$ cat src/hw/arp_pkg.sv
package arp_pkg;
   // widths of the result word, the host bus and the channel address
   localparam int unsigned RES_W = 12;
   localparam int unsigned DATA_W = 8;
   localparam int unsigned CH_W = 2;
   // field positions on the host data lines
   localparam int unsigned LO_MSB = 7;        // low byte carries result 7..0
   localparam int unsigned HI_LSB = 8;        // high byte carries result 11..8
   localparam int unsigned HI_MSB = 11;
   localparam int unsigned HI_LINE_MSB = 3;   // ...on lines 3..0
   localparam int unsigned ZERO_LSB = 4;      // lines 6..4 read low in the high byte
   localparam int unsigned ZERO_MSB = 6;
   localparam int unsigned STATUS_LINE = 7;   // converter status line in the high byte
   // values after reset
   localparam logic [RES_W-1:0] RESULT_RST = 12'h000;
   localparam logic [DATA_W-1:0] DOUT_RST = 8'h00;
   localparam logic [CH_W-1:0] CHAN_RST = 2'h0;
   localparam logic [2:0] ZERO3 = 3'h0;

   // conversion phase, gray coded along idle -> convert -> idle
   typedef enum logic [1:0] {
      ARP_IDLE = 2'b00,
      ARP_CONV = 2'b01
   } arp_phase_t;

   // host side control pins, all sampled on clk
   typedef struct packed {
      logic cs_n;                         // chip select, active low
      logic rd_n;                         // read strobe, active low
      logic wr_n;                         // write strobe, active low
      logic high_byte_select;             // 1 selects the high byte
      logic special_function_select;      // level driven by the host
      logic special_function_driven;      // 0 when the pin is left open
      logic [CH_W-1:0] channel_address;   // channel for the next conversion
   } arp_host_ctl_t;

   // whole state of the port
   typedef struct packed {
      arp_phase_t phase;                  // idle or converting
      logic [RES_W-1:0] result;           // last completed result
      logic [CH_W-1:0] chan_hold;         // address seen during the write access
      logic wr_seen;                      // a write access was active last cycle
      logic special_sel_w; // special select seen in the last active write cycle
      logic conv_start;                   // one-cycle start pulse to the core
      logic [CH_W-1:0] conv_channel;      // channel handed to the core
      logic sfr_wr;                       // one-cycle write pulse to the special register
      logic [DATA_W-1:0] sfr_wdata;       // byte written to the special register
      logic [DATA_W-1:0] dout;            // registered data line value
      logic doe;                          // registered data line enable
   } arp_state_t;
endpackage

$ cat src/hw/arp_read_port.sv
`timescale 1ns/1ps
module arp_read_port (
   input wire logic clk,
   input wire logic srst,
   input wire arp_pkg::arp_host_ctl_t host_ctl,
   input wire logic [arp_pkg::DATA_W-1:0] host_data_in,
   output logic [arp_pkg::DATA_W-1:0] host_data_out,
   output logic host_data_oe,
   output logic busy_n,
   output logic conv_start,
   output logic [arp_pkg::CH_W-1:0] conv_channel,
   input wire logic core_done,
   input wire logic [arp_pkg::RES_W-1:0] core_result,
   input wire logic cal_active,
   input wire logic [arp_pkg::DATA_W-1:0] sfr_rd_data,
   output logic sfr_wr,
   output logic [arp_pkg::DATA_W-1:0] sfr_wdata
);

   ////////////////////////////////////////////////////////////////////////////
   // decode of the host strobes
   arp_pkg::arp_state_t st_r; // registered state
   arp_pkg::arp_state_t st_nxt; // next state
   logic sfs_eff; // special select after the pull-down
   logic rd_acc; // read access in progress
   logic wr_acc; // write access in progress
   logic conv_busy; // conversion or calibration running
   // strobes are sampled on clk, so an access must stand across at least one edge;
   // a strobe pulse shorter than a clock period may be missed altogether

   // an open pin reads as low, so plain result reads are the default
   assign sfs_eff = host_ctl.special_function_driven & host_ctl.special_function_select;
   // every access needs chip select together with a strobe
   assign rd_acc = ~host_ctl.cs_n & ~host_ctl.rd_n;
   assign wr_acc = ~host_ctl.cs_n & ~host_ctl.wr_n;
   assign conv_busy = (st_r.phase == arp_pkg::ARP_CONV) | cal_active;

   ////////////////////////////////////////////////////////////////////////////
   // next state
   always_comb begin
      st_nxt = st_r;
      st_nxt.conv_start = 1'b0;
      st_nxt.sfr_wr = 1'b0;
      st_nxt.wr_seen = wr_acc;
      // address follows the pins during the write, committed at its end
      if (wr_acc) begin
         st_nxt.chan_hold = host_ctl.channel_address;
         st_nxt.sfr_wdata = host_data_in;
         st_nxt.special_sel_w = sfs_eff;
      end
      // phase machine; a start in the done cycle keeps the port converting
      case (st_r.phase)
         arp_pkg::ARP_IDLE: begin
            st_nxt.phase = arp_pkg::ARP_IDLE;
         end
         arp_pkg::ARP_CONV: begin
            // result is captured as the core reports completion
            if (core_done) begin
               st_nxt.phase = arp_pkg::ARP_IDLE;
               st_nxt.result = core_result;
            end
         end
         default: begin
            st_nxt.phase = arp_pkg::ARP_IDLE;
         end
      endcase
      // end of a write access: the rising strobe edge or chip select edge
      // acting on the end rather than the start lets the address settle during the access,
      // at the price of one more cycle before the core sees the start
      if (st_r.wr_seen && !wr_acc) begin
         if (st_r.special_sel_w) begin
            st_nxt.sfr_wr = 1'b1; // special register write, no conversion
         end else begin
            st_nxt.conv_start = 1'b1;
            st_nxt.conv_channel = st_r.chan_hold;
            st_nxt.phase = arp_pkg::ARP_CONV;
         end
      end
      // data lines: registered so they come from flip-flops, one cycle behind
      st_nxt.doe = rd_acc;
      if (!rd_acc) begin
         st_nxt.dout = arp_pkg::DOUT_RST; // released, value cleared to zero
      end else if (sfs_eff) begin
         st_nxt.dout = sfr_rd_data;
      end else if (host_ctl.high_byte_select) begin
         // status line, zero lines, then the top nibble of the result
         st_nxt.dout[arp_pkg::STATUS_LINE] = conv_busy;
         st_nxt.dout[arp_pkg::ZERO_MSB:arp_pkg::ZERO_LSB] = arp_pkg::ZERO3;
         st_nxt.dout[arp_pkg::HI_LINE_MSB:0] =
            st_r.result[arp_pkg::HI_MSB:arp_pkg::HI_LSB];
      end else begin
         st_nxt.dout = st_r.result[arp_pkg::LO_MSB:0];
      end
   end

   ////////////////////////////////////////////////////////////////////////////
   // state register
   always_ff @(posedge clk) begin
      if (srst) begin
         st_r.phase <= arp_pkg::ARP_IDLE;
         st_r.result <= arp_pkg::RESULT_RST;
         st_r.chan_hold <= arp_pkg::CHAN_RST;
         st_r.wr_seen <= 1'b0;
         st_r.special_sel_w <= 1'b0; // a write after reset defaults to a conversion
         st_r.conv_start <= 1'b0;
         st_r.conv_channel <= arp_pkg::CHAN_RST;
         st_r.sfr_wr <= 1'b0;
         st_r.sfr_wdata <= arp_pkg::DOUT_RST;
         st_r.dout <= arp_pkg::DOUT_RST;
         st_r.doe <= 1'b0;
      end else begin
         st_r <= st_nxt;
      end
   end

   ////////////////////////////////////////////////////////////////////////////
   // outputs
   // busy is combinational so calibration shows without a cycle of lag
   assign busy_n = ~conv_busy;
   assign host_data_out = st_r.dout;
   assign host_data_oe = st_r.doe;
   assign conv_start = st_r.conv_start;
   assign conv_channel = st_r.conv_channel;
   assign sfr_wr = st_r.sfr_wr;
   assign sfr_wdata = st_r.sfr_wdata;

   ////////////////////////////////////////////////////////////////////////////
   // checks
   // the data lines come from flip-flops, so every read check looks one cycle after
   // the access was sampled; a combinational bus would need these moved back a cycle
   // busy is combinational, so its checks look at the same cycle
   a_low_byte_map: assert property (@(posedge clk) disable iff (srst)
      rd_acc && !sfs_eff && !host_ctl.high_byte_select |=>
         host_data_oe && host_data_out == $past(st_r.result[7:0]))
      else $error("low byte not mapped to lines 7..0");

   a_high_nibble_map: assert property (@(posedge clk) disable iff (srst)
      rd_acc && !sfs_eff && host_ctl.high_byte_select |=>
         host_data_out[3:0] == $past(st_r.result[11:8]))
      else $error("high nibble not on lines 3..0");

   a_high_zero_lines: assert property (@(posedge clk) disable iff (srst)
      rd_acc && !sfs_eff && host_ctl.high_byte_select |=> host_data_out[6:4] == 3'h0)
      else $error("lines 6..4 not low in high byte");

   a_status_line: assert property (@(posedge clk) disable iff (srst)
      rd_acc && !sfs_eff && host_ctl.high_byte_select |=> host_data_out[7] == !$past(busy_n))
      else $error("status line is not inverted busy");

   a_special_route: assert property (@(posedge clk) disable iff (srst)
      rd_acc && sfs_eff |=> host_data_oe && host_data_out == $past(sfr_rd_data))
      else $error("special select did not route special register");

   a_open_pin_low: assert property (@(posedge clk) disable iff (srst)
      rd_acc && !host_ctl.special_function_driven && !host_ctl.high_byte_select |=>
         host_data_out == $past(st_r.result[7:0]))
      else $error("open special select pin not read as low");

   a_start_channel: assert property (@(posedge clk) disable iff (srst)
      wr_acc && !sfs_eff ##1 !wr_acc |=>
         conv_start && conv_channel == $past(host_ctl.channel_address, 2) ##1 !conv_start)
      else $error("write end did not start conversion on latched channel");

   a_busy_span: assert property (@(posedge clk) disable iff (srst)
      !busy_n && !cal_active && !core_done |=> !busy_n)
      else $error("busy rose before conversion done");

   a_busy_at_start: assert property (@(posedge clk) disable iff (srst)
      conv_start |-> !busy_n)
      else $error("busy not low as conversion starts");

   a_busy_release: assert property (@(posedge clk) disable iff (srst)
      core_done && !busy_n && !cal_active && st_r.phase == arp_pkg::ARP_CONV &&
         !(st_r.wr_seen && !wr_acc) ##1 !cal_active |-> busy_n && st_r.result == $past(core_result))
      else $error("busy not released or result not captured");

   a_bus_release: assert property (@(posedge clk) disable iff (srst)
      host_ctl.cs_n || host_ctl.rd_n |=> !host_data_oe)
      else $error("data lines driven outside a read");

   // released lines carry zero so a stale result never lingers in the flops
   a_release_value: assert property (@(posedge clk) disable iff (srst)
      !rd_acc |=> host_data_out == 8'h00)
      else $error("released data value not cleared");

   // a start is a single pulse
   a_start_single: assert property (@(posedge clk) disable iff (srst)
      conv_start |=> !conv_start)
      else $error("conversion start longer than one cycle");

   // a write with special select goes to the special register with its byte
   a_special_write: assert property (@(posedge clk) disable iff (srst)
      wr_acc && sfs_eff ##1 !wr_acc |=>
         sfr_wr && !conv_start && sfr_wdata == $past(host_data_in, 2))
      else $error("special register write not issued");

   // the special write is a single pulse
   a_special_single: assert property (@(posedge clk) disable iff (srst)
      sfr_wr |=> !sfr_wr)
      else $error("special register write longer than one cycle");

   // one write ends in either a start or a special write, never both
   a_pulse_exclusive: assert property (@(posedge clk) disable iff (srst)
      !(conv_start && sfr_wr))
      else $error("start and special write together");

   // reset leaves the bus released and no pulse pending
   a_reset_values: assert property (@(posedge clk)
      srst |=> !host_data_oe && !conv_start && !sfr_wr && conv_channel == 2'h0)
      else $error("outputs not at reset values");

endmodule

$ cat config.mk
export PLATFORM = sky130hd
export DESIGN_NAME = arp_read_port
export DESIGN_NICKNAME = d
export VERILOG_FILES = /design/src/hw/arp_pkg.sv /design/src/hw/arp_read_port.sv
export SDC_FILE = /design/constraint.sdc
export NUM_CORES = 1
export LEC_CHECK = 0
export BUFFER_PORTS_ARGS = -buffer_cell sky130_fd_sc_hd__buf_2
export CAP_MARGIN = 20
export CORE_ASPECT_RATIO = 0.5
export CORE_MARGIN = 2
export CORE_UTILIZATION = 47
export DETAILED_ROUTE_END_ITERATION = 8
export PLACE_DENSITY = 0.77
export SLEW_MARGIN = 30
export SYNTH_ARGS = -nofsm -noshare
export SYNTH_HDL_FRONTEND = slang
export SYNTH_SLANG_ARGS = --single-unit
$ cat constraint.sdc
create_clock -name clk -period 1.4 [get_ports clk]
set_input_delay 0.14 -clock clk [delete_from_list [all_inputs] [get_ports clk]]
set_output_delay 0.14 -clock clk [all_outputs]
set_load 0.005 [all_outputs]
Word level (Yosys, flattened, before mapping)

Cells that the tools add are included.

Flip-flop bits (word level): 39
Output and inout port bits: 22

Equality and inequality tests: 1
Bitwise operators: 11
Multiplexer cells: 8
Reduce and logical (&&, ||, !) cells: 6

Operator list:

| kind                 | number |
|---|---|
| $mux W8              | 2 |
| $mux W14             | 1 |
| $not A1 Y1           | 7 |
| $mux W2              | 3 |
| $reduce_and A2 Y1    | 2 |
| $reduce_or A2 Y1     | 2 |
| $and A1 B1 Y1        | 3 |
| $mux W3              | 1 |
| $eq A2 B1 Y1 const B | 1 |
| $logic_and A1 B1 Y1  | 1 |
| $logic_not A1 Y1     | 1 |
| $mux W1              | 1 |
| $or A1 B1 Y1         | 1 |

Depth between registers and ports, before layout

Gate-level depths: netlist (run 1).

Depth after elaboration: 6
Mapped depth: 4
Mapped depth without buffers: 3

Worst setup path before layout (run 1)

OpenSTA, ideal clock, no wires.

Path kind: register -> register
Start point: register st_r[22] (netlist name)
End point: register, netlist name conv_channel[0]
Stages on the path, launching flop included: 4
Library setup time: 116 ps
Data required time: 1284 ps
Period minus slack after synthesis: 1012 ps
Arrival: 896 ps
Setup slack: 388 ps
Cell sequence: dfxtp_1 > o21ai_2 > or2_2 > a31o_2

Longest elaborated chain between the ends: 2

Ends and longest elaborated chain:

| item                               | line                 | source |
|---|---|---|
| start, declared                    | arp_read_port.sv:22  | `arp_pkg::arp_state_t st_r;` |
| start signal, assigned             | arp_read_port.sv:112 | `st_r <= st_nxt;` |
| $logic_and A1 B1 Y1                | arp_read_port.sv:70  | `if (st_r.wr_seen && !wr_acc) begin` |
| $reduce_and A2 Y1 (no source line) | -                    |  |

Every way passes these cells.
A chain may end at the register's enable or synchronous reset.

Worst setup path in the final report (run 1)

Start point: register st_r[38] (netlist name)
End point: output port busy_n

Longest elaborated chain between the ends: 3

Ends and longest elaborated chain:

| item          | line                 | source |
|---|---|---|
| $eq A2 B1 Y1  | arp_read_port.sv:36  | `assign conv_busy = (st_r.phase == arp_pkg::ARP_CONV) \| cal_active;` |
| $or A1 B1 Y1  | arp_read_port.sv:36  |  |
| $not A1 Y1    | arp_read_port.sv:119 | `assign busy_n = ~conv_busy;` |
| end, declared | arp_read_port.sv:9   | `output logic busy_n,` |

Every way passes these cells.

==> results of run 1 <==
[layer usage]
| layer | global-route usage (%) | share of wire [%] | vias to the layer above |
|---|---|---|---|
| li1 | - | - | 680 |
| met3 | 6.033 | 6.1 | 4 |
| met2 | 29.54 | 47 | 35 |
| met4 | 5.625 | 0.60 | 0 |
| met5 | 0 | 0 | - |
| met1 | 23.98 | 46 | 602 |
[state kept, by name (all words and copies together) (netlist names)]
name           flops
st_r              18
sfr_wr             1
host_data_oe       1
sfr_wdata          8
conv_start         1
host_data_out      8
conv_channel       2
[logic make-up after synthesis]
| kind of cell | after synthesis | synth area share, % |
|---|---|---|
| AO/OA/AOI/OAI | 36 | 14.14 |
| buffers and inverters | 31 | 12.96 |
| flip-flops | 39 | 49.02 |
| multiplexers | 4 | 2.514 |
| other | 1 | 0.2354 |
| AND/OR/NAND/NOR | 73 | 21.13 |
[report_power, final]
part	total, µW	switching (µW)	internal, µW	leakage [µW]
Combinational	180	95.6	84.1	0.000455
Sequential	1140	10.7	1130	0.000317
Clock	956	380	576	0.0000612
Total	2280	486	1790	0.000833
[cell usage after synthesis]
library cell	instances
a211oi_2	4
a21oi_1	28
a31o_2	2
and2_1	1
and2b_1	1
buf_2	9
buf_4	19
buf_6	1
conb_1	1
dfxtp_1	39
inv_1	2
mux2i_1	4
nand2_1	39
nand2b_1	2
nand3_1	12
nand3b_1	4
nor2_1	8
nor3b_1	1
nor4b_1	2
o21ai_2	1
o221ai_1	1
or2_2	2
or3_1	1
[worst max-delay path, cell delays in order, from the launching register on]
cell and delay, ps:
dfxtp_1 310, and2b_1 360, nor2_1 60, buf_2 130
[path summary, 6_finish.rpt]
kind,end,slack (ps)
worst max-delay path,busy_n,130
worst min-delay path,st_r[24],90
worst max register to register,st_r[31],250
worst min register to register,sfr_wdata[7],450
[final cells by class]
class                      instances  area [µm²]  area share (%)
clock buffer                       6       82.58           4.354
clock inverter                     2       35.03           1.847
inverter                           2       7.507          0.3958
multi-input combinational        114       605.6           31.93
sequential                        39       780.7           41.16
tap                               40       50.05           2.639
timing repair buffer              65       335.3           17.68
[through the flow]
stage | utilization, % | area, µm² | power (µW) | cells
2_1_floorplan | - | 1593 | 1278 | 184
4_1_cts | 60.83 | 1897 | 2305 | 268
3_3_place_gp | 57.06 | 1779 | 1344 | 260
6_report | 60.83 | 1897 | 2281 | 268
5_1_grt | 60.83 | 1897 | 2385 | 268
3_5_place_dp | 57.06 | 1779 | 1350 | 260
==> run metrics, run 1 <==
CTS Buf Count 5; Detailed Route Iter0 Violations 68; post-cts sizing count 0; initial core utilization 51.08%; CTS sink cnt 39; Critical path origin st_r[38]; Syn Nets 224; r2r startpoint st_r[38]; All-Layer GR Usage 18.35%; drt drc 0; vias in the first global route 1183; initial antenna violation count 0; achievable frequency 786.6 MHz; Congestion Overflow GR 0; Die Footprint 0.003899 mm²; setup_tns 0 ps; Die Width 86.33 µm; leading area contributor after synthesis dfxtp_1; Reg2Reg Depth 4; final hold vios 0; H-tree levels 2; CP required 1260 ps; filler cell count 287; Post-Place Setup Slack 257.5 ps; largest cells by area after synthesis dfxtp_1 49%, nand2_1 9.2%, buf_4 9.0%; Netlist cell types 23; # rows 14; VDD IR max 0.5757 mV; crit end category primary output; Synth Instances 184; kind of critical path flop to primary output; setup repair bufs after CTS 0; crit path DAT 1130 ps; vias 1321; crit share post-route 90.81%; commonest non-fill, non-tap cell in the layout buf_2; Min Hold Slack 88.62 ps; synth warn 0; total of max-cap violations 0; cts hold-fix bufs 0; critical path launch point type flop; min-delay worst type input port to flop; n_diodes 0; Max Slew Vio Count 0; Final #Nets 267; first-pass GRT wire length 5.388 mm; drt wl/cell 12.53 µm; final worst setup slack 128.7 ps; Fin Clk Skew 5.343 ps; synthesized area 0.001593 mm²; drt pass-1 iters 4; CORE AREA 0.003118 mm²; Via-to-Cell Ratio 4.929; sequential share of the synthesized area 49.02%; Min Clock Period, post-route 1271 ps; share of the synthesized area in the top cell type 49.02%; CTS tree built; port buffer count 61; Leak 0.0008330 µW; Reg clk slew, reported paths 70 ps; most frequent cells in the layout 61 x buf_2, 39 x nand2_1, 39 x dfxtp_1; crit-path max FO 10; later-pin clock latency in the skew report 290 ps; Routed WL 3.359 mm; root buffer cell clkbuf_8; Syn Area/Cell 8.656 µm²; GP Congestion 0.7259; number of synthesized register bits 39; layout cells sized above 1 35.96%; Hold Path Depth 3; status finished, final reports clean; num ports 62; unrepaired setup endpoints after global routing false; Final HPWL DP 2.396 mm; Area growth, synth to finish 19.09%; HP Start host_ctl[1]; Longest Clk Path Bufs 2; post-route ant nets 0; largest net degree at the start of global routing 23; Die H 45.17 µm; setup violators final 0; total power divided by cell area 1203 mW/mm²
Note: power is estimated with default switching activity, not from simulation.
==> run 2, diff against run 1 <==
PLACE_DENSITY = 0.88   (was 0.77)
==> run metrics, run 2 (synthesis gave the netlist of run 1 again) <==
# placed instances 260 (unchanged); critical path launch point type flop; CTS tree built; kind of critical path flop to primary output; CTS Buf Count 5 (unchanged); Die Footprint 0.003899 mm² (unchanged); r2r startpoint st_r[38]; CORE AREA 0.003118 mm² (unchanged); post-route ant nets 0 (unchanged); later-pin clock latency in the skew report 290 ps (about the same); CP cell instances and2b_1 -> nor2_1 -> buf_2; Critical path origin st_r[38]; final core occ 60.83% (unchanged); achievable frequency 765.0 MHz (-2.7%); slowest CP cell and2b_1; drt wl/cell 12.16 µm (-3.0%); CTS sink cnt 39 (unchanged); crit-path max cell delay 360 ps (about the same); vias 1337 (+1.2%); Area growth, synth to finish 19.09% (unchanged); CP required 1260 ps (about the same); Max Slew Vio Count 0 (unchanged); total power divided by cell area 1208 mW/mm² (+0.42%); All-Layer GR Usage 17.95% (-0.40 points); Routed WL 3.259 mm (-3.0%); vias in the first global route 1283 (+8.5%); unrepaired setup endpoints after global routing false; post-cts sizing count 0 (unchanged); GP Congestion 0.7283 (+0.33%); # rows 14 (unchanged); hold endpoint sfr_wdata[0]; most frequent cells in the layout 61 x buf_2, 39 x nand2_1, 39 x dfxtp_1; drt drc 0 (unchanged); Congestion Overflow GR 0 (unchanged); commonest non-fill, non-tap cell in the layout buf_2; num ports 62 (unchanged); Final HPWL DP 2.397 mm (about the same); reg2reg setup slack 220 ps (-30 ps); Min Clock Period, post-route 1307 ps (+35.93 ps); Reg clk slew, reported paths 80 ps (about the same); Hold Path Depth 3 (unchanged); Fin Clk Skew 3.978 ps (-1.365 ps); Reg2Reg Depth 4 (unchanged); Pwr Total 2291 µW (+0.42%); Leak 0.0008330 µW (unchanged); crit end category primary output; min-delay worst type input port to flop; reg2reg end st_r[35]; largest net degree at the start of global routing 31 (+35%); setup violators final 0 (unchanged); port buffer count 61 (unchanged); top register by number of flip-flops st_r; Via-to-Cell Ratio 4.989 (+1.2%); Final #Nets 267 (unchanged); final hold vios 0 (unchanged); first-pass GRT wire length 5.333 mm (-1.0%); Die H 45.17 µm (unchanged); Post-Place Setup Slack 247.2 ps (-10.33 ps); root buffer cell clkbuf_8; status finished, final reports clean; crit share post-route 93.37% (+2.6 points); largest delay contributor family on the critical path simple AND/OR/NAND/NOR gates; setup repair bufs after CTS 0 (unchanged); total of max-cap violations 0 (unchanged); H-tree levels 2 (unchanged); final worst setup slack 92.79 ps (-35.93 ps); initial antenna violation count 0 (unchanged); setup_tns 0 ps (unchanged); VDD IR max 0.7335 mV (+27%); drt pass-1 iters 4 (unchanged); layout cells sized above 1 35.96% (unchanged); Final Non-Filler Cells 268 (unchanged); crit-path max FO 9 (-1); Longest Clk Path Bufs 2 (unchanged); buffers and inverters on the worst path 1 (unchanged); max FFs per register 18 (unchanged); initial core utilization 51.08% (unchanged); HP Start host_data_in[0]; Die Width 86.33 µm (unchanged); Detailed Route Iter0 Violations 144 (+110%); cts hold-fix bufs 0 (unchanged); crit path DAT 1170 ps (+40 ps); n_diodes 0 (unchanged)
==> run 2: cell counts in the layout (fill, tap and decap cells not counted) <==
Identical to the previous run, type by type.
==> run 2: layout make-up <==
cell class,instances,area [µm²]
clock inverter,2,35.03
tap,40,50.05
timing repair buffer,65,335.3
clock buffer,6,82.58
fill,304,1221
multi-input combinational,114,605.6
inverter,2,7.507
sequential,39,780.7
==> run 2: worst register-to-register path, cell delays in order, from the launching register on <==
cell and delay [ps]:
dfxtp_1 310, and2b_1 360, buf_4 210, nand3_1 100, a21oi_1 130
==> run 2: power by group <==
| part | internal [µW] | leakage [µW] | switching, µW |
|---|---|---|---|
| logic | 84.2 | 0.000455 | 93.5 |
| registers | 1130 | 0.000317 | 10.6 |
| clock network | 577 | 0.0000612 | 392 |
| total | 1790 | 0.000833 | 496 |
==> run 2: per-stage QoR <==
stage          hold WS, ps  cell area, µm²
3_5_place_dp         388.2            1779
3_3_place_gp         381.0            1779
4_1_cts              76.03            1897
5_1_grt              86.46            1897
6_report             81.50            1897
2_1_floorplan        274.5            1593
==> run 2: how the worst max path moves through the flow <==
stage               slack, ps          endpoint  depth (start not counted)
finish                     90            busy_n                          3
global placement          310  host_data_out[2]                          3
floorplan                 390   conv_channel[0]                          3
detailed placement        250          st_r[28]                          4
global route               20            busy_n                          3
CTS                        90            busy_n                          3
==> run 2: layer usage <==
layer	part of all wire, %	global-route usage (%)	vias up
li1	-	-	679
met1	43	20.82	607
met2	48	31.85	44
met3	7.4	5.484	7
met4	1.7	7.500	0
met5	0	0	-
